[src/rtl/timer_pkg.sv]
// shared constants for the 16-bit timer/counter
package timer_pkg;
    // register byte addresses
    localparam logic [7:0] ADDR_CONTROL = 8'h00;
    localparam logic [7:0] ADDR_COUNT_LOW = 8'h04;
    localparam logic [7:0] ADDR_COUNT_HIGH = 8'h08;
    localparam logic [7:0] ADDR_STATUS = 8'h0c;
    localparam logic [7:0] ADDR_MASK = 8'h10;
    // control field positions
    localparam int BIT_COUNTER_ON = 0;
    localparam int BIT_CLOCK_SOURCE = 1;
    localparam int BIT_SYNC_BYPASS = 2;
    localparam int BIT_OSC_ENABLE = 3;
    localparam int BIT_PRESCALE_LO = 4;
    localparam int BIT_WIDE_ACCESS = 7;
    // writable control bits, bit 6 absent
    localparam logic [7:0] CONTROL_WMASK = 8'hbf;
    localparam logic [7:0] CONTROL_RESET = 8'h00;
    localparam logic [7:0] BYTE_ZERO = 8'h00;
    localparam logic [7:0] BYTE_ONES = 8'hff;
    localparam logic [2:0] PRESCALE_ZERO = 3'h0;
    // internal tick is the oscillator clock divided by four
    localparam int INTERNAL_DIVIDE = 4;
endpackage

[src/rtl/timer16.sv]
// 16-bit timer/counter with apb register access
//
// Local design decisions: the address map and the APB register port.
`timescale 1ns/10ps

// Contract
// - the count is two 8-bit byte registers, both readable and writable.
// - an overflow event is raised when the count wraps from ffff to 0000.
// - a special event trigger from the compare unit clears the count.
// - after reset the counter is off with every control bit zero.
// - control bit 7 selects one 16-bit access instead of two byte accesses.
// - control bit 6 ignores writes and reads as zero.
// - the prescale field divides the count clock by 1, 2, 4 or 8.
// - the oscillator enable bit runs or shuts off the low-power oscillator.
// - with external source, sync bypass 1 passes the input raw, 0 synchronises it.
// - with internal source the sync bypass bit is ignored.
// - clock source 1 counts external rising edges, 0 counts the clock over four.
// - in wide mode a low byte read copies the live high byte into a buffer read at high.
// - in wide mode a high write fills the buffer, the low write loads both bytes and clears the prescaler.
// - a low-byte count write wins over a coinciding trigger, a byte-mode high write wins only for the high byte, and the trigger never sets the flag.
// - overflow latches a sticky flag, and the interrupt rises only while enabled.
module timer16 #(
    parameter int INT_DIV = timer_pkg::INTERNAL_DIVIDE
) (
    // clock and reset
    input wire logic clk,
    input wire logic reset_n,
    // apb slave
    input wire logic psel,
    input wire logic penable,
    input wire logic pwrite,
    input wire logic [7:0] paddr,
    input wire logic [31:0] pwdata,
    output logic [31:0] prdata,
    output logic pready,
    output logic pslverr,
    // count sources
    input wire logic external_count_input,
    input wire logic special_event_trigger,
    // oscillator control and interrupt
    output logic low_power_osc_enable,
    output logic irq
);
    // the divide counter is eight bits wide, so larger ratios cannot be served
    if (INT_DIV < 1 || INT_DIV > 255) begin
        $error("INT_DIV out of range");
    end

    // control and count state
    logic [7:0] counter_control;
    logic [7:0] count_low;
    logic [7:0] count_high;
    logic [7:0] high_buffer;
    logic [2:0] prescale_count;
    logic [7:0] div_count;
    // interrupt state
    logic overflow_flag;
    logic overflow_irq_enable;
    // external input sampling; stage one feeds only stage two
    logic ext_sync1;
    logic ext_sync2;
    logic ext_sync3;
    logic ext_raw_prev;
    // next values of the control and count group
    logic [7:0] next_counter_control;
    logic [7:0] next_count_low;
    logic [7:0] next_count_high;
    logic [7:0] next_high_buffer;
    logic [2:0] next_prescale_count;
    logic [7:0] next_div_count;
    logic next_low_power_osc_enable;
    // next values of the interrupt group
    logic next_overflow_flag;
    logic next_overflow_irq_enable;
    logic next_irq;
    // next values of the bus answer
    logic [31:0] next_prdata;
    logic next_pready;
    logic next_pslverr;
    // next values of the sampling stages
    logic next_ext_sync1;
    logic next_ext_sync2;
    logic next_ext_sync3;
    logic next_ext_raw_prev;

    // decoded strobes
    logic setup_phase;
    logic access_done;
    logic wr_control;
    logic wr_low;
    logic wr_high;
    logic wr_status;
    logic wr_mask;
    logic rd_low_setup;
    logic wide_mode;
    logic [1:0] prescale_sel;
    logic int_tick;
    logic ext_edge;
    logic source_tick;
    logic prescale_tick;
    logic [2:0] prescale_mask;
    logic increment;
    logic wrap;

    // known address test
    function automatic logic addr_mapped(input logic [7:0] a);
        return a == timer_pkg::ADDR_CONTROL || a == timer_pkg::ADDR_COUNT_LOW
            || a == timer_pkg::ADDR_COUNT_HIGH || a == timer_pkg::ADDR_STATUS
            || a == timer_pkg::ADDR_MASK;
    endfunction

    // completing write to one register address
    function automatic logic write_hit(input logic done, input logic wr, input logic [7:0] a,
            input logic [7:0] target);
        return done && wr && a == target;
    endfunction

    // apb phase decode; writes take effect only at the completing edge
    always_comb begin
        setup_phase = psel && !penable;
        access_done = psel && penable && pready;
        // one strobe per register, high only at the completing edge
        wr_control = write_hit(access_done, pwrite, paddr, timer_pkg::ADDR_CONTROL);
        wr_low = write_hit(access_done, pwrite, paddr, timer_pkg::ADDR_COUNT_LOW);
        wr_high = write_hit(access_done, pwrite, paddr, timer_pkg::ADDR_COUNT_HIGH);
        wr_status = write_hit(access_done, pwrite, paddr, timer_pkg::ADDR_STATUS);
        wr_mask = write_hit(access_done, pwrite, paddr, timer_pkg::ADDR_MASK);
        // low byte and buffer snapshot taken together at setup, so they pair
        rd_low_setup = setup_phase && !pwrite && paddr == timer_pkg::ADDR_COUNT_LOW;
        wide_mode = counter_control[timer_pkg::BIT_WIDE_ACCESS];
        prescale_sel = counter_control[timer_pkg::BIT_PRESCALE_LO +: 2];
    end

    // count source selection and prescaler tick
    always_comb begin
        int_tick = div_count == 8'(INT_DIV - 1);
        // raw path uses one sample; sync path reads only the second stage on
        if (counter_control[timer_pkg::BIT_SYNC_BYPASS]) begin
            ext_edge = external_count_input && !ext_raw_prev;
        end else begin
            ext_edge = ext_sync2 && !ext_sync3;
        end
        // sync bypass is not consulted on the internal path
        if (counter_control[timer_pkg::BIT_CLOCK_SOURCE]) begin
            source_tick = ext_edge;
        end else begin
            source_tick = int_tick;
        end
        // low prescale bits that must all be set before a count
        prescale_mask = 3'((4'h1 << prescale_sel) - 4'h1);
        prescale_tick = source_tick && (prescale_count & prescale_mask) == prescale_mask;
        // counter_on gates the count but not the free-running divider
        increment = counter_control[timer_pkg::BIT_COUNTER_ON] && prescale_tick;
        wrap = increment && count_low == timer_pkg::BYTE_ONES
            && count_high == timer_pkg::BYTE_ONES;
    end

    // next count, prescaler and control values
    always_comb begin
        next_counter_control = counter_control;
        next_count_low = count_low;
        next_count_high = count_high;
        next_high_buffer = high_buffer;
        next_prescale_count = prescale_count;
        next_div_count = (int_tick) ? timer_pkg::BYTE_ZERO : div_count + 8'h01;
        if (wr_control) begin
            next_counter_control = pwdata[7:0] & timer_pkg::CONTROL_WMASK;
        end
        // pin follows the stored bit, so it moves only with a control write
        next_low_power_osc_enable = next_counter_control[timer_pkg::BIT_OSC_ENABLE];
        // stopped: prescaler and count hold
        if (counter_control[timer_pkg::BIT_COUNTER_ON] && source_tick) begin
            next_prescale_count = prescale_count + 3'h1;
        end
        // carry ripples from low into high in the same step
        if (increment) begin
            {next_count_high, next_count_low} = {count_high, count_low} + 16'h0001;
        end
        // trigger clears the count without touching the flag
        if (special_event_trigger) begin
            next_count_low = timer_pkg::BYTE_ZERO;
            next_count_high = timer_pkg::BYTE_ZERO;
        end
        // snapshot the live high byte for a later high-byte read
        if (rd_low_setup && wide_mode) begin
            next_high_buffer = count_high;
        end
        // software writes come last so they beat the trigger
        if (wr_high) begin
            if (wide_mode) begin
                next_high_buffer = pwdata[7:0];
            end else begin
                next_count_high = pwdata[7:0];
            end
        end
        // low write loads the low byte, in wide mode the whole word, and restarts the prescaler
        if (wr_low) begin
            next_count_low = pwdata[7:0];
            next_prescale_count = timer_pkg::PRESCALE_ZERO;
            if (wide_mode) begin
                next_count_high = high_buffer;
            end else if (special_event_trigger) begin
                next_count_high = count_high;
            end
        end
    end

    // interrupt flag and enable; hardware set beats a write-one clear
    always_comb begin
        next_overflow_flag = overflow_flag;
        next_overflow_irq_enable = overflow_irq_enable;
        // write one clears; the set below overrides it in the same cycle
        if (wr_status && pwdata[0]) begin
            next_overflow_flag = 1'b0;
        end
        // a wide high write only fills the buffer, so a wrap then still counts
        if (wrap && !(special_event_trigger || wr_low || (wr_high && !wide_mode))) begin
            next_overflow_flag = 1'b1;
        end
        if (wr_mask) begin
            next_overflow_irq_enable = pwdata[0];
        end
        // level request from the post-edge state, so it rises with the flag
        next_irq = next_overflow_flag && next_overflow_irq_enable;
    end

    // read mux and zero-wait answer built at the setup edge
    always_comb begin
        next_prdata = 32'h0000_0000;
        next_pready = setup_phase;
        next_pslverr = setup_phase && !addr_mapped(paddr);
        if (setup_phase && !pwrite) begin
            case (paddr)
                timer_pkg::ADDR_CONTROL: next_prdata[7:0] = counter_control;
                timer_pkg::ADDR_COUNT_LOW: next_prdata[7:0] = count_low;
                timer_pkg::ADDR_COUNT_HIGH: begin
                    next_prdata[7:0] = wide_mode ? high_buffer : count_high;
                end
                // unused status and mask bits read as zero
                timer_pkg::ADDR_STATUS: next_prdata[0] = overflow_flag;
                timer_pkg::ADDR_MASK: next_prdata[0] = overflow_irq_enable;
                default: next_prdata = 32'h0000_0000;
            endcase
        end
    end

    // registers; all control cleared at reset
    always_ff @(posedge clk or negedge reset_n) begin
        if (!reset_n) begin
            counter_control <= timer_pkg::CONTROL_RESET;
            count_low <= timer_pkg::BYTE_ZERO;
            count_high <= timer_pkg::BYTE_ZERO;
            high_buffer <= timer_pkg::BYTE_ZERO;
            prescale_count <= timer_pkg::PRESCALE_ZERO;
            div_count <= timer_pkg::BYTE_ZERO;
            overflow_flag <= 1'b0;
            overflow_irq_enable <= 1'b0;
            // bus answer idle until the first setup
            prdata <= 32'h0000_0000;
            pready <= 1'b0;
            pslverr <= 1'b0;
            low_power_osc_enable <= 1'b0;
            irq <= 1'b0;
        end else begin
            counter_control <= next_counter_control;
            count_low <= next_count_low;
            count_high <= next_count_high;
            high_buffer <= next_high_buffer;
            prescale_count <= next_prescale_count;
            div_count <= next_div_count;
            overflow_flag <= next_overflow_flag;
            overflow_irq_enable <= next_overflow_irq_enable;
            prdata <= next_prdata;
            pready <= next_pready;
            pslverr <= next_pslverr;
            // oscillator and interrupt pins
            low_power_osc_enable <= next_low_power_osc_enable;
            irq <= next_irq;
        end
    end

    // sampling stages; only stage two reads stage one
    always_comb begin
        next_ext_sync1 = external_count_input;
        next_ext_sync2 = ext_sync1;
        next_ext_sync3 = ext_sync2;
        next_ext_raw_prev = external_count_input;
    end

    // external input sampling
    always_ff @(posedge clk or negedge reset_n) begin
        if (!reset_n) begin
            ext_sync1 <= 1'b0;
            ext_sync2 <= 1'b0;
            ext_sync3 <= 1'b0;
            ext_raw_prev <= 1'b0;
        end else begin
            ext_sync1 <= next_ext_sync1;
            ext_sync2 <= next_ext_sync2;
            ext_sync3 <= next_ext_sync3;
            ext_raw_prev <= next_ext_raw_prev;
        end
    end
endmodule

[config.mk]
export PLATFORM = sky130hd
export DESIGN_NAME = timer16
export DESIGN_NICKNAME = d
export VERILOG_FILES = /design/src/rtl/timer_pkg.sv /design/src/rtl/timer16.sv
export SDC_FILE = /design/constraint.sdc
export NUM_CORES = 1
export LEC_CHECK = 0
export CORE_ASPECT_RATIO = 1.1
export CORE_MARGIN = 4
export CORE_UTILIZATION = 45
export CTS_BUF_LIST = sky130_fd_sc_hd__clkbuf_8 sky130_fd_sc_hd__clkbuf_16
export DETAILED_ROUTE_END_ITERATION = 16
export DONT_BUFFER_PORTS = 1
export GPL_ROUTABILITY_DRIVEN = 0
export PLACE_DENSITY = 0.64
export SYNTH_ARGS = -nofsm -noshare
export SYNTH_HDL_FRONTEND = slang
export SYNTH_SLANG_ARGS = --single-unit
[constraint.sdc]
create_clock -name clk -period 2.3 [get_ports clk]
set_input_delay 0.46 -clock clk [delete_from_list [all_inputs] [get_ports clk]]
set_output_delay 0.46 -clock clk [all_outputs]
set_load 0.02 [all_outputs]
### After elaboration in Yosys (flattened, before gate mapping)

Index checks and enable logic that the tools add are counted.

| word-level totals | value |
|---|---|
| word-level logic and storage cells | 96 |
| bits of input ports | 47 |
| output and inout bits | 36 |
| register bits after elaboration | 58 |

| operators by class | value |
|---|---|
| bitwise gates (word level) | 1 |
| muxes and demuxes | 25 |
| add/sub/neg operators | 4 |
| reductions and logical operators | 40 |
| eq/ne operators | 9 |
| shift-type cells | 1 |

Operators by type and width:

| kind | count |
|---|---|
| 2-to-1 mux 8 bit | 16 |
| logical AND 1 bit | 24 |
| one-hot mux 7 bit (3 select lines) | 1 |
| adder 16 x 1 -> 16 bit (second input constant) | 1 |
| == test 8 x 4 -> 1 bit (second input constant) | 2 |
| == test 8 bit (second input constant) | 2 |
| adder 8 x 1 -> 8 bit (second input constant) | 1 |
| == test 8 x 2 -> 1 bit (second input constant) | 1 |
| == test 8 x 3 -> 1 bit (second input constant) | 1 |
| == test 8 x 5 -> 1 bit (second input constant) | 1 |
| zero test 8 bit | 1 |
| zero test 1 bit | 7 |
| logical OR 1 bit | 6 |
| 2-to-1 mux 3 bit | 2 |
| 2-to-1 mux 1 bit | 5 |
| one-hot mux 1 bit (5 select lines) | 1 |
| adder 3 x 1 -> 3 bit (second input constant) | 1 |
| bitwise AND 3 bit | 1 |
| == test 3 bit | 1 |
| inequality test 3 bit (second input constant) | 1 |
| nonzero test 3 bit | 1 |
| << shifter 1 x 2 -> 3 bit (first input constant) | 1 |
| subtractor 3 x 1 -> 3 bit (second input constant) | 1 |
| nonzero test 2 bit | 1 |

### Logic depth before layout (Yosys ltp)

Gate-level depths: netlist of run 1.

| depth | value |
|---|---|
| word-level depth | 13 |
| mapped depth | 9 |
| gate-level depth less buffers | 6 |

### Worst setup path before layout of run 1

No wires, ideal clock.

| timing path | value |
|---|---|
| kind | input -> register |
| start | input paddr[5] |
| end | register high_buffer[1] |
| path slack | 264 ps |
| required time | 2227 ps |
| buffers on the path | 2 |
| data arrival time | 1963 ps |
| setup time | 73 ps |
| cell stages on the path | 8 |
| path through | nor4_2 > nand2_1 > or3_4 > or2_1 > buf_6 > and2_4 > buf_6 > a21oi_2 |

| between the ends | value |
|---|---|
| word-level cells in the longest chain between the ends | 6 |
| elaborated cells on any way between the ends | 8 |
| classes of those cells | eq/ne (2); mux (3); reduce/logical (3) |

Ends and longest elaborated chain:

| item | RTL line | source |
|---|---|---|
| start: declaration | timer16.sv:32 | `input wire logic [7:0] paddr,` |
| == test 8 x 3 -> 1 bit | timer16.sv:129 | `rd_low_setup = setup_phase && !pwrite && paddr == timer_pkg::ADDR_COUNT_LOW;` |
| logical AND 1 bit | timer16.sv:129 |  |
| logical AND 1 bit | timer16.sv:185 | `if (rd_low_setup && wide_mode) begin` |
| 2-to-1 mux 8 bit | timer16.sv:185 |  |
| 2-to-1 mux 8 bit | timer16.sv:190 | `if (wide_mode) begin` |
| 2-to-1 mux 8 bit (*) | timer16.sv:189 | `if (wr_high) begin` |
| named net next_high_buffer[1] | timer16.sv:68 | `logic [7:0] next_high_buffer;` |
| end signal: assignment | timer16.sv:253 | `high_buffer <= timer_pkg::BYTE_ZERO;` |
| end signal: assignment | timer16.sv:268 | `high_buffer <= next_high_buffer;` |
| end: declaration | timer16.sv:53 | `logic [7:0] high_buffer;` |

The timed path passes the listed nets; every way through them passes the cells marked *.
A chain may end at the register's enable or synchronous reset.

### Worst setup path in the final report of run 1

| timing path | value |
|---|---|
| start | register prescale_count[0] |
| end | register count_high[6] |

| between the ends | value |
|---|---|
| word-level cells in the longest chain between the ends | 11 |

Ends and longest elaborated chain:

| item | RTL line | source |
|---|---|---|
| start: declaration | timer16.sv:54 | `logic [2:0] prescale_count;` |
| start signal: assignment | timer16.sv:254 | `prescale_count <= timer_pkg::PRESCALE_ZERO;` |
| start signal: assignment | timer16.sv:269 | `prescale_count <= next_prescale_count;` |
| bitwise AND 3 bit (*) | timer16.sv:151 | `prescale_tick = source_tick && (prescale_count & prescale_mask) == prescale_mask;` |
| == test 3 bit (*) | timer16.sv:151 |  |
| logical AND 1 bit (*) | timer16.sv:151 |  |
| logical AND 1 bit (*) | timer16.sv:153 | `increment = counter_control[timer_pkg::BIT_COUNTER_ON] && prescale_tick;` |
| 2-to-1 mux 8 bit (*) | timer16.sv:176 | `if (increment) begin` |
| 2-to-1 mux 8 bit (*) | timer16.sv:180 | `if (special_event_trigger) begin` |
| 2-to-1 mux 8 bit | timer16.sv:190 |  |
| 2-to-1 mux 8 bit (*) | timer16.sv:189 |  |
| 2-to-1 mux 8 bit | timer16.sv:202 | `end else if (special_event_trigger) begin` |
| 2-to-1 mux 8 bit | timer16.sv:200 | `if (wide_mode) begin` |
| 2-to-1 mux 8 bit (*) | timer16.sv:197 | `if (wr_low) begin` |
| end signal: assignment | timer16.sv:252 | `count_high <= timer_pkg::BYTE_ZERO;` |
| end signal: assignment | timer16.sv:267 | `count_high <= next_count_high;` |
| end: declaration | timer16.sv:52 | `logic [7:0] count_high;` |

Mark *: on every way between the ends. The rest lies on a longest branch, timed or not. The select of a mux whose other input is x is not followed.

==> results of run 1 <==
-- routing by layer --
layer / track usage / share of wire / vias up
li1: - / - / 1293
met1: 0.261 / 0.42 / 1306
met2: 0.316 / 0.47 / 119
met3: 0.0600 / 0.090 / 20
met4: 0.0720 / 0.025 / 0
met5: 0 / 0 / -
-- cells in the final DEF, fill, tap and decap left out, types with 5 or more instances in the layout --
master / count
sky130_fd_sc_hd__dfrtp_1: 58
sky130_fd_sc_hd__nor3_1: 7
sky130_fd_sc_hd__nand4_1: 10
sky130_fd_sc_hd__buf_4: 16
sky130_fd_sc_hd__o21ai_0: 14
sky130_fd_sc_hd__mux2_2: 19
sky130_fd_sc_hd__o22ai_1: 10
sky130_fd_sc_hd__nand2_1: 29
sky130_fd_sc_hd__clkbuf_8: 11
sky130_fd_sc_hd__nand3_1: 13
sky130_fd_sc_hd__a21oi_2: 7
sky130_fd_sc_hd__a22o_1: 5
sky130_fd_sc_hd__and3_1: 6
sky130_fd_sc_hd__nor2_1: 34
sky130_fd_sc_hd__a21oi_1: 17
sky130_fd_sc_hd__a22oi_1: 6
sky130_fd_sc_hd__inv_1: 11
sky130_fd_sc_hd__xnor2_1: 14
sky130_fd_sc_hd__conb_1: 24
-- synthesized netlist by cell type, drive strengths merged, types with 3 or more instances --
| cell | n |
|---|---|
| nand4 | 10 |
| clkbuf | 7 |
| nor4 | 3 |
| xnor2 | 14 |
| nor2b | 4 |
| mux2 | 19 |
| nor2 | 34 |
| inv | 11 |
| a21oi | 24 |
| o31ai | 4 |
| dfrtp | 58 |
| xor2 | 4 |
| o22ai | 10 |
| nand4b | 3 |
| and3 | 7 |
| nor3 | 8 |
| nand3 | 13 |
| mux2i | 3 |
| ha | 3 |
| a22oi | 6 |
| buf | 32 |
| and2 | 4 |
| a21o | 3 |
| nand2 | 30 |
| o21ai | 14 |
| a22o | 5 |
-- area by class of cell --
type / count / area [um^2]
Sequential cell: 58 / 1450
Multi-Input combinational cell: 281 / 1810
Tap cell: 105 / 131
Clock inverter: 3 / 40.0
Timing Repair Buffer: 18 / 158
Fill cell: 684 / 3690
Clock buffer: 11 / 151
Inverter: 11 / 41.3
-- cells by family (layout without fill, tap and decap cells) --
| family | after synthesis | after routing |
|---|---|---|
| other | 1 | 24 |
| AO/OA/AOI/OAI | 85 | 85 |
| AND/OR/NAND/NOR | 128 | 128 |
| flip-flops | 58 | 58 |
| adder cells (fa/ha/maj) | 3 | 3 |
| multiplexers | 23 | 23 |
| XOR/XNOR | 18 | 18 |
| buffers and inverters | 50 | 43 |
-- worst min-delay path by stage --
stage	end	slack, ns	cells after the start
6_report	ext_raw_prev$_DFF_PN0_	0.14	0
5_1_grt	ext_raw_prev$_DFF_PN0_	0.12	0
4_1_cts	ext_raw_prev$_DFF_PN0_	0.13	0
3_5_place_dp	div_count[4]$_DFF_PN0_	0.17	0
3_3_place_gp	div_count[4]$_DFF_PN0_	0.17	0
2_1_floorplan	count_high[0]$_DFFE_PN0P_	0.16	0
-- worst reg2reg max path, delay by kind of cell (launching register included) --
kind / cells / cell delay, ns
simple gates: 3 / 0.93
compound gates: 3 / 0.63
flops: 1 / 0.41
-- power groups by stage --
| stage | Clock, mW | Combinational, mW | Sequential (mW) |
|---|---|---|---|
| final | 0.939 | 0.114 | 1.03 |
| after global routing | 1.01 | 0.127 | 1.03 |
| after CTS | 0.960 | 0.114 | 1.03 |
| after detailed placement | 0 | 0.0858 | 1.05 |
| after global placement | 0 | 0.0853 | 1.05 |
| after floorplan | 0 | 0.113 | 1.05 |
-- state kept, by name (all words and copies together), names as in the netlist --
signal               count
overflow_flag            1
counter_control          7
overflow_irq_enable      1
irq                      1
ext_sync2                1
div_count                8
prescale_count           3
prdata                   8
pready                   1
high_buffer              8
count_high               8
count_low                8
ext_raw_prev             1
ext_sync3                1
pslverr                  1
-- timing repair --
action	in CTS	in global routing
endpoints found under the setup margin	0	4
hold endpoints to repair	58	0
hold buffers	2	0
resized for setup	0	1
buffers inserted	0	1
==> results.txt, run 1 <==
The number of logic stages on the critical path including buffering is 6. Of the total power, combinational logic draws 0.055. Setup repair after global routing left no endpoint under its margin. Of the total synthesized cell area, the portion taken by AND, OR, NAND and NOR gates is 0.190.

TritonCTS built the clock tree. The number of buffers inserted during clock tree synthesis is 9. At the pin with the least slew margin, the transition time is 0.692 ns.

The number of synthesized register bits came out at 58. The kind of cell with the highest combined delay along the critical path is simple AND/OR/NAND/NOR gates. The number of non-filler instances in the completed layout came out at 487. The part of the total power dissipated in sequential elements came out at 0.495. The post-detailed-placement cell area is 0.00354 mm^2. The total grt overflow is 0. The number of flops mapped to enable cells by yosys is 0. The number of global-route vias before repair is 2693. In this run, the number of DRC markers left after iteration 0 of detailed routing was 247. In the post-synthesis netlist, the biggest area contributors are sky130_fd_sc_hd__dfrtp_1, sky130_fd_sc_hd__mux2_2, sky130_fd_sc_hd__buf_4, sky130_fd_sc_hd__nor2_1, sky130_fd_sc_hd__xnor2_1. In the routed design, unresolved DRC markers number 0.

STA classifies the critical path startpoint as a flip-flop. The setup clock skew after layout is 0.00578 ns. Together, buffers and inverters on the worst path number 0. The H-tree level count came out at 3. Synthesis handed over a netlist of 366 instances. The peak per-stage delay on the critical path is 0.54 ns. The worst reg2reg path depth came out at 6. The dominant combinational cell family by area after synthesis is simple AND/OR/NAND/NOR gates. STA classifies the critical path endpoint as a flip-flop.

In the final layout, the share of cells above drive strength 1 is 0.186. The worst slew margin relative to its limit came out at 0.537. The final count of negative-setup-slack endpoints came out at 0.

Among all flip-flop cells after synthesis, the most frequent one is sky130_fd_sc_hd__dfrtp_1. After layout, the minimum clock period comes to 2.09 ns. The count of nets after finishing is 429.

The beginning of the critical path is prescale_count[0]$_DFFE_PN0P_. For this run, the detailed router's first-pass iteration total came to 4. The number of placed instances with taps included came out at 470.

The total power per unit cell area came out at 552 mW/mm^2. The cell row count came out at 33. The number of placed I/O pins is 83. The worst register-to-register path ends at count_high[6]$_DFFE_PN0P_. The worst hold path begins at external_count_input. The pre-CTS worst setup slack came out at 0.0687 ns. The die covers 0.00920 mm^2.

The multiplexer area fraction after synthesis came out at 0.0766. The number of maximum-capacitance violations came out at 0. Measured along the x axis, the die boundary spans 91.8 um. The area fraction in compound gates after synthesis was 0.171. The utilization after layout came out at 0.506. Across every metal layer, demand over resource in global routing totals 0.200.

Of the total synthesized cell area, the portion taken by full adders, half adders and majority gates is 0.0108. Across the VDD grid, the largest voltage drop is 0.000291 V. The number of hold violations in the final report is 0. The launch instance of the worst register-to-register path is prescale_count[0]$_DFFE_PN0P_. The cell at the slowest stage of the critical path is sky130_fd_sc_hd__nor3_1. The post-synthesis to final-layout area growth came out at 8.78%. A synthesized cell averages 9.50 um^2. The cell taking the most area after synthesis is sky130_fd_sc_hd__dfrtp_1. The total power after layout came out at 2.09 mW. The setup slack on the worst flop-to-flop path came out at 0.21 ns. Summed over all nets, the half-perimeter wirelength after detailed placement is 6320 um.

The power share of the clock group came out at 0.450. The xor/xnor share of the synthesized area came out at 0.0453. Following the worst setup path forward leads to its endpoint at count_high[6]$_DFFE_PN0P_.

The timing-limited maximum frequency came out at 478 MHz. The cell area after synthesis came out at 0.00348 mm^2. The Yosys step of the flow raised 0 warnings. The class of the tightest hold or removal check is primary input to flip-flop. The proportion of total power due to net switching came out at 0.233. For this block, the via count after detailed routing is 2738. The share of synthesized area in the top cell type comes to 0.417. The final number of max-transition violations is 0. The cell-internal power came out at 1.60 mW. The largest net degree at the start of global routing came out at 59.

In the finished design, the share of the clock period the worst path needs comes to 0.910. The arrival time of data at the critical path endpoint came out at 2.32 ns. The first-pass GRT wire length came out at 14100 um.

The final standard cell area without fillers came out at 0.00378 mm^2. The number of distinct library cell variants in the gate-level netlist after synthesis came out at 63. The diode insertion count for antenna repair came out at 0.

The final setup TNS came out at 0 ns. The largest fanout of any net on the critical path is 6. Walking the worst path, the cells encountered are nor2b_1, a311oi_2, nor3_1, nand4_1, o21a_1, o32a_1.

After layout, the worst setup slack is 0.208 ns. The final antenna-violating net count came out at 0. The critical path in this run is classified as flip-flop to flip-flop. The detailed-route wire length came out at 8770 um. The average detailed-routed wire length per instance is 18.0 um. The root buffer cell chosen for the clock tree is sky130_fd_sc_hd__clkbuf_8. The critical path data required time is 2.53 ns. The flow ran to the end, and the final reports show no timing, DRC or antenna violations. No sink is reached through more buffers than the 2 on the longest clock path.

The region available for standard cell placement spans 0.00747 mm^2. Of the synthesized area, sequential elements account for 0.417. Measured along the y axis, the die boundary spans 100 um. The leakage power came out at 1.68 nW.

The post-detailed-route via-to-cell ratio came out at 5.62. The share of synthesized flip-flops with an asynchronous set or reset is 1.00. The insertion delay to the later sink of the worst-skew pair is 0.34 ns. The final-layout worst hold slack came out at 0.139 ns. The starting utilization of the core area is 0.465. After clock tree synthesis, the clock-pin slew on the worst setup and hold paths is 0.06 ns.

The number of sinks driven by the clock tree is 58. The number of port buffers is 0. The switching power is 487 uW. The initial antenna violation count came to 0.
(Power assumes the default switching activity.)
==> inputs of run 2 (changes only) <==
Settings changed: CORE_MARGIN 4 to 8, GPL_ROUTABILITY_DRIVEN 0 to default.
==> run 2 against run 1 <==
  * Final area increased by 0.79%
  * Non-clock buffer count grew 2
  * Via count up 3.3%
  * Flip-flop and latch count is the same
  * Global-route usage is 2.8 points lower
  * Fmax decreased by 5.3%
  * Count of clock-buffer cells in the layout decreased by 1
  * Clock skew is 0.0052 ns higher
  * Die area grew 17%
  * Sequential power is essentially flat
  * Critical path depth did not move
  * Worst hold slack better by 0.0081 ns
  * Critical path type unchanged
  * Largest cell class unchanged
==> results.txt, run 2 (same netlist as run 1, synthesis figures left out) <==
Result of the run: completed (unchanged). The first-pass GRT wire length was 14400 um (was 14100 um). The count of nets after finishing came out at 431 (was 429). The final number of max-transition violations came out at 0 (unchanged). The leakage power is 1.69 nW (was 1.68 nW). The number of hold violations in the final report is 0 (unchanged). The post-route minimum period is 2.21 ns (was 2.09 ns). The number of buffers on the longest clock path is 2 (unchanged).

The CTS tree was yes (unchanged). The class of the tightest hold or removal check is primary input to flip-flop (unchanged). The diode insertion count for antenna repair came out at 0 (unchanged).

The final count of negative-setup-slack endpoints came to 0 (unchanged). The type of origin of the critical path is a flip-flop (unchanged). The number of buffers inserted during clock tree synthesis is 9 (unchanged). The wire length the detailed router placed on met1 came out at 3840 um (was 3660 um).

The total power per unit cell area came to 556 mW/mm^2 (was 552 mW/mm^2). The number of fillers in the final layout is 675 (was 684). The number of port buffers is 0 (unchanged). The cell row count came to 33 (unchanged). The pre-CTS worst setup slack is 0.119 ns (was 0.0687 ns). The root buffer cell is sky130_fd_sc_hd__clkbuf_8 (unchanged). The number of placed I/O pins is 83 (unchanged). Commonest cells after routing, fill and taps aside: sky130_fd_sc_hd__dfrtp_1, sky130_fd_sc_hd__nor2_1, sky130_fd_sc_hd__nand2_1, sky130_fd_sc_hd__conb_1, sky130_fd_sc_hd__mux2_2 (unchanged). The clock-pin slew on the worst setup and hold paths is 0.08 ns (was 0.06 ns).

The insertion delay to the later sink of the worst-skew pair came out at 0.34 ns (about the same). The final-layout worst hold slack is 0.147 ns (was 0.139 ns). The placeable core region was 0.00747 mm^2 (unchanged).

The number of sinks driven by the clock tree was 58 (unchanged). The critical path data required time is 2.53 ns (about the same). The post-CTS setup repair buffer count came out at 0 (unchanged). The highest routed metal layer is met4 (unchanged). The horizontal extent of the die came out at 99.8 um (was 91.8 um). The post-detailed-route via-to-cell ratio came to 5.76 (was 5.62).

The post-route DRC violation count came out at 0 (unchanged). The first-iteration detailed-routing DRC count is 250 (was 247). The worst slew margin relative to its limit is 0.571 (was 0.537). The arrival time of data at the critical path endpoint is 2.44 ns (was 2.32 ns). The initial antenna violation count is 0 (unchanged). The highest ir drop seen on vdd is 0.000228 V (was 0.000291 V). The sum of met2 wire segment lengths after detailed routing is 4330 um (was 4100 um).

The timing-limited maximum frequency came out at 453 MHz (was 478 MHz). The transition at the pin with the smallest max-transition slack is 0.637 ns (was 0.692 ns). The average detailed-routed wire length per instance came out at 18.5 um (was 18.0 um). The detailed-route wire length is 9090 um (was 8770 um). The overall die area came to 0.0108 mm^2 (was 0.00920 mm^2). The final setup TNS was 0 ns (unchanged).

The capturing element type of the critical path is a flip-flop (unchanged). The number of maximum-capacitance violations came out at 0 (unchanged). The starting utilization of the core area came to 0.465 (unchanged). Setup repair after global routing missed its margin: yes (was no). The critical path class is flip-flop to flip-flop (unchanged).

The slack of the critical path is 0.0906 ns (was 0.208 ns). The post-synthesis to final-layout area growth came out at 9.64% (was 8.78%). The routed via count came to 2829 (was 2738). The floorplan die height is 108 um (was 100 um). The largest net degree at the start of global routing is 59 (unchanged).

The detailed placement HPWL came to 6650 um (was 6320 um). The global-route usage over all layers came out at 0.172 (was 0.200). The setup clock skew after layout came out at 0.0109 ns (was 0.00578 ns). The proportion of layout cells with a drive suffix above 1 is 0.194 (was 0.186). The number of global-route vias before repair came out at 2716 (was 2693).

The last weighted congestion value of the routability-driven placer came out at 0.938. The final cycle utilization of the critical path is 0.961 (was 0.910). The total grt overflow is 0 (unchanged). The largest fanout of any net on the critical path came out at 5 (was 6). The H-tree level count came out at 3 (unchanged). The final antenna-violating net count came out at 0 (unchanged). The amount of wire on met3 after detailed routing came out at 758 um (was 790 um). The most common cell after layout, fill and taps aside was sky130_fd_sc_hd__dfrtp_1 (unchanged).

The number of detailed-route iterations in the first pass is 5 (was 4).
-- run 2: changes by cell type in the layout (fill, tap and decap cells not counted), sizes merged --
| cell | before | now |
|---|---|---|
| clkbuf | 11 | 10 |
| clkinvlp | 0 | 3 |
| buf | 17 | 19 |
-- run 2: final cells by class --
cell class | count | area (um^2) | share of cell area
clock buffer | 10 | 138 | 0.0361
clock inverter | 6 | 66.3 | 0.0174
inverter | 11 | 41.3 | 0.0108
multi-input combinational | 281 | 1810 | 0.475
sequential | 58 | 1450 | 0.381
tap | 105 | 131 | 0.0344
timing repair buffer | 20 | 173 | 0.0453
-- run 2: final timing paths --
check,slack [ns],start,to,cells past startpoint
worst max-delay path,0.09,div_count[4]$_DFF_PN0_,count_high[0]$_DFFE_PN0P_,6
worst min register to register,0.37,ext_raw_prev$_DFF_PN0_,ext_sync2$_DFF_PN0_,0
min in group asynchronous,0.66,reset_n,count_high[1]$_DFFE_PN0P_,2
worst min-delay path,0.15,external_count_input,ext_raw_prev$_DFF_PN0_,0
max in group asynchronous,1.40,reset_n,high_buffer[4]$_DFF_PN0_,2
worst max register to register,0.09,div_count[4]$_DFF_PN0_,count_high[0]$_DFFE_PN0P_,6
-- run 2: critical path, cell delays in order (launching register included) --
cell	delay, ns
sky130_fd_sc_hd__dfrtp_1	0.43
sky130_fd_sc_hd__nor4_2	0.35
sky130_fd_sc_hd__nand4_1	0.32
sky130_fd_sc_hd__a2111oi_2	0.50
sky130_fd_sc_hd__xnor2_1	0.17
sky130_fd_sc_hd__a211oi_1	0.07
sky130_fd_sc_hd__a211o_1	0.27
-- run 2: power by group --
| group | switching [mW] | internal (mW) | total [mW] |
|---|---|---|---|
| Clock | 0.441 | 0.529 | 0.970 |
| Sequential | 0.00547 | 1.03 | 1.03 |
| Combinational | 0.0869 | 0.0322 | 0.119 |
-- run 2: timing repair --
| action | in CTS | in global routing |
|---|---|---|
| hold buffers | 2 | 0 |
| endpoints found under the setup margin | 0 | 1 |
| resized for setup | 0 | 1 |
| endpoints found under the hold margin | 58 | 0 |
-- run 2: layer usage --
metal,vias up,track usage
met5,-,0
met4,0,0.0574
met3,18,0.0566
met2,138,0.272
met1,1376,0.217
li1,1297,-
-- run 2: per-stage QoR --
stage	cells	total power, mW	instance area [um^2]	util
floorplan	389	1.16	3560	-
global placement	473	1.14	3570	0.477
detailed placement	473	1.14	3570	0.477
CTS	491	2.12	3810	0.510
global route	491	2.18	3810	0.510
finish	491	2.12	3810	0.510
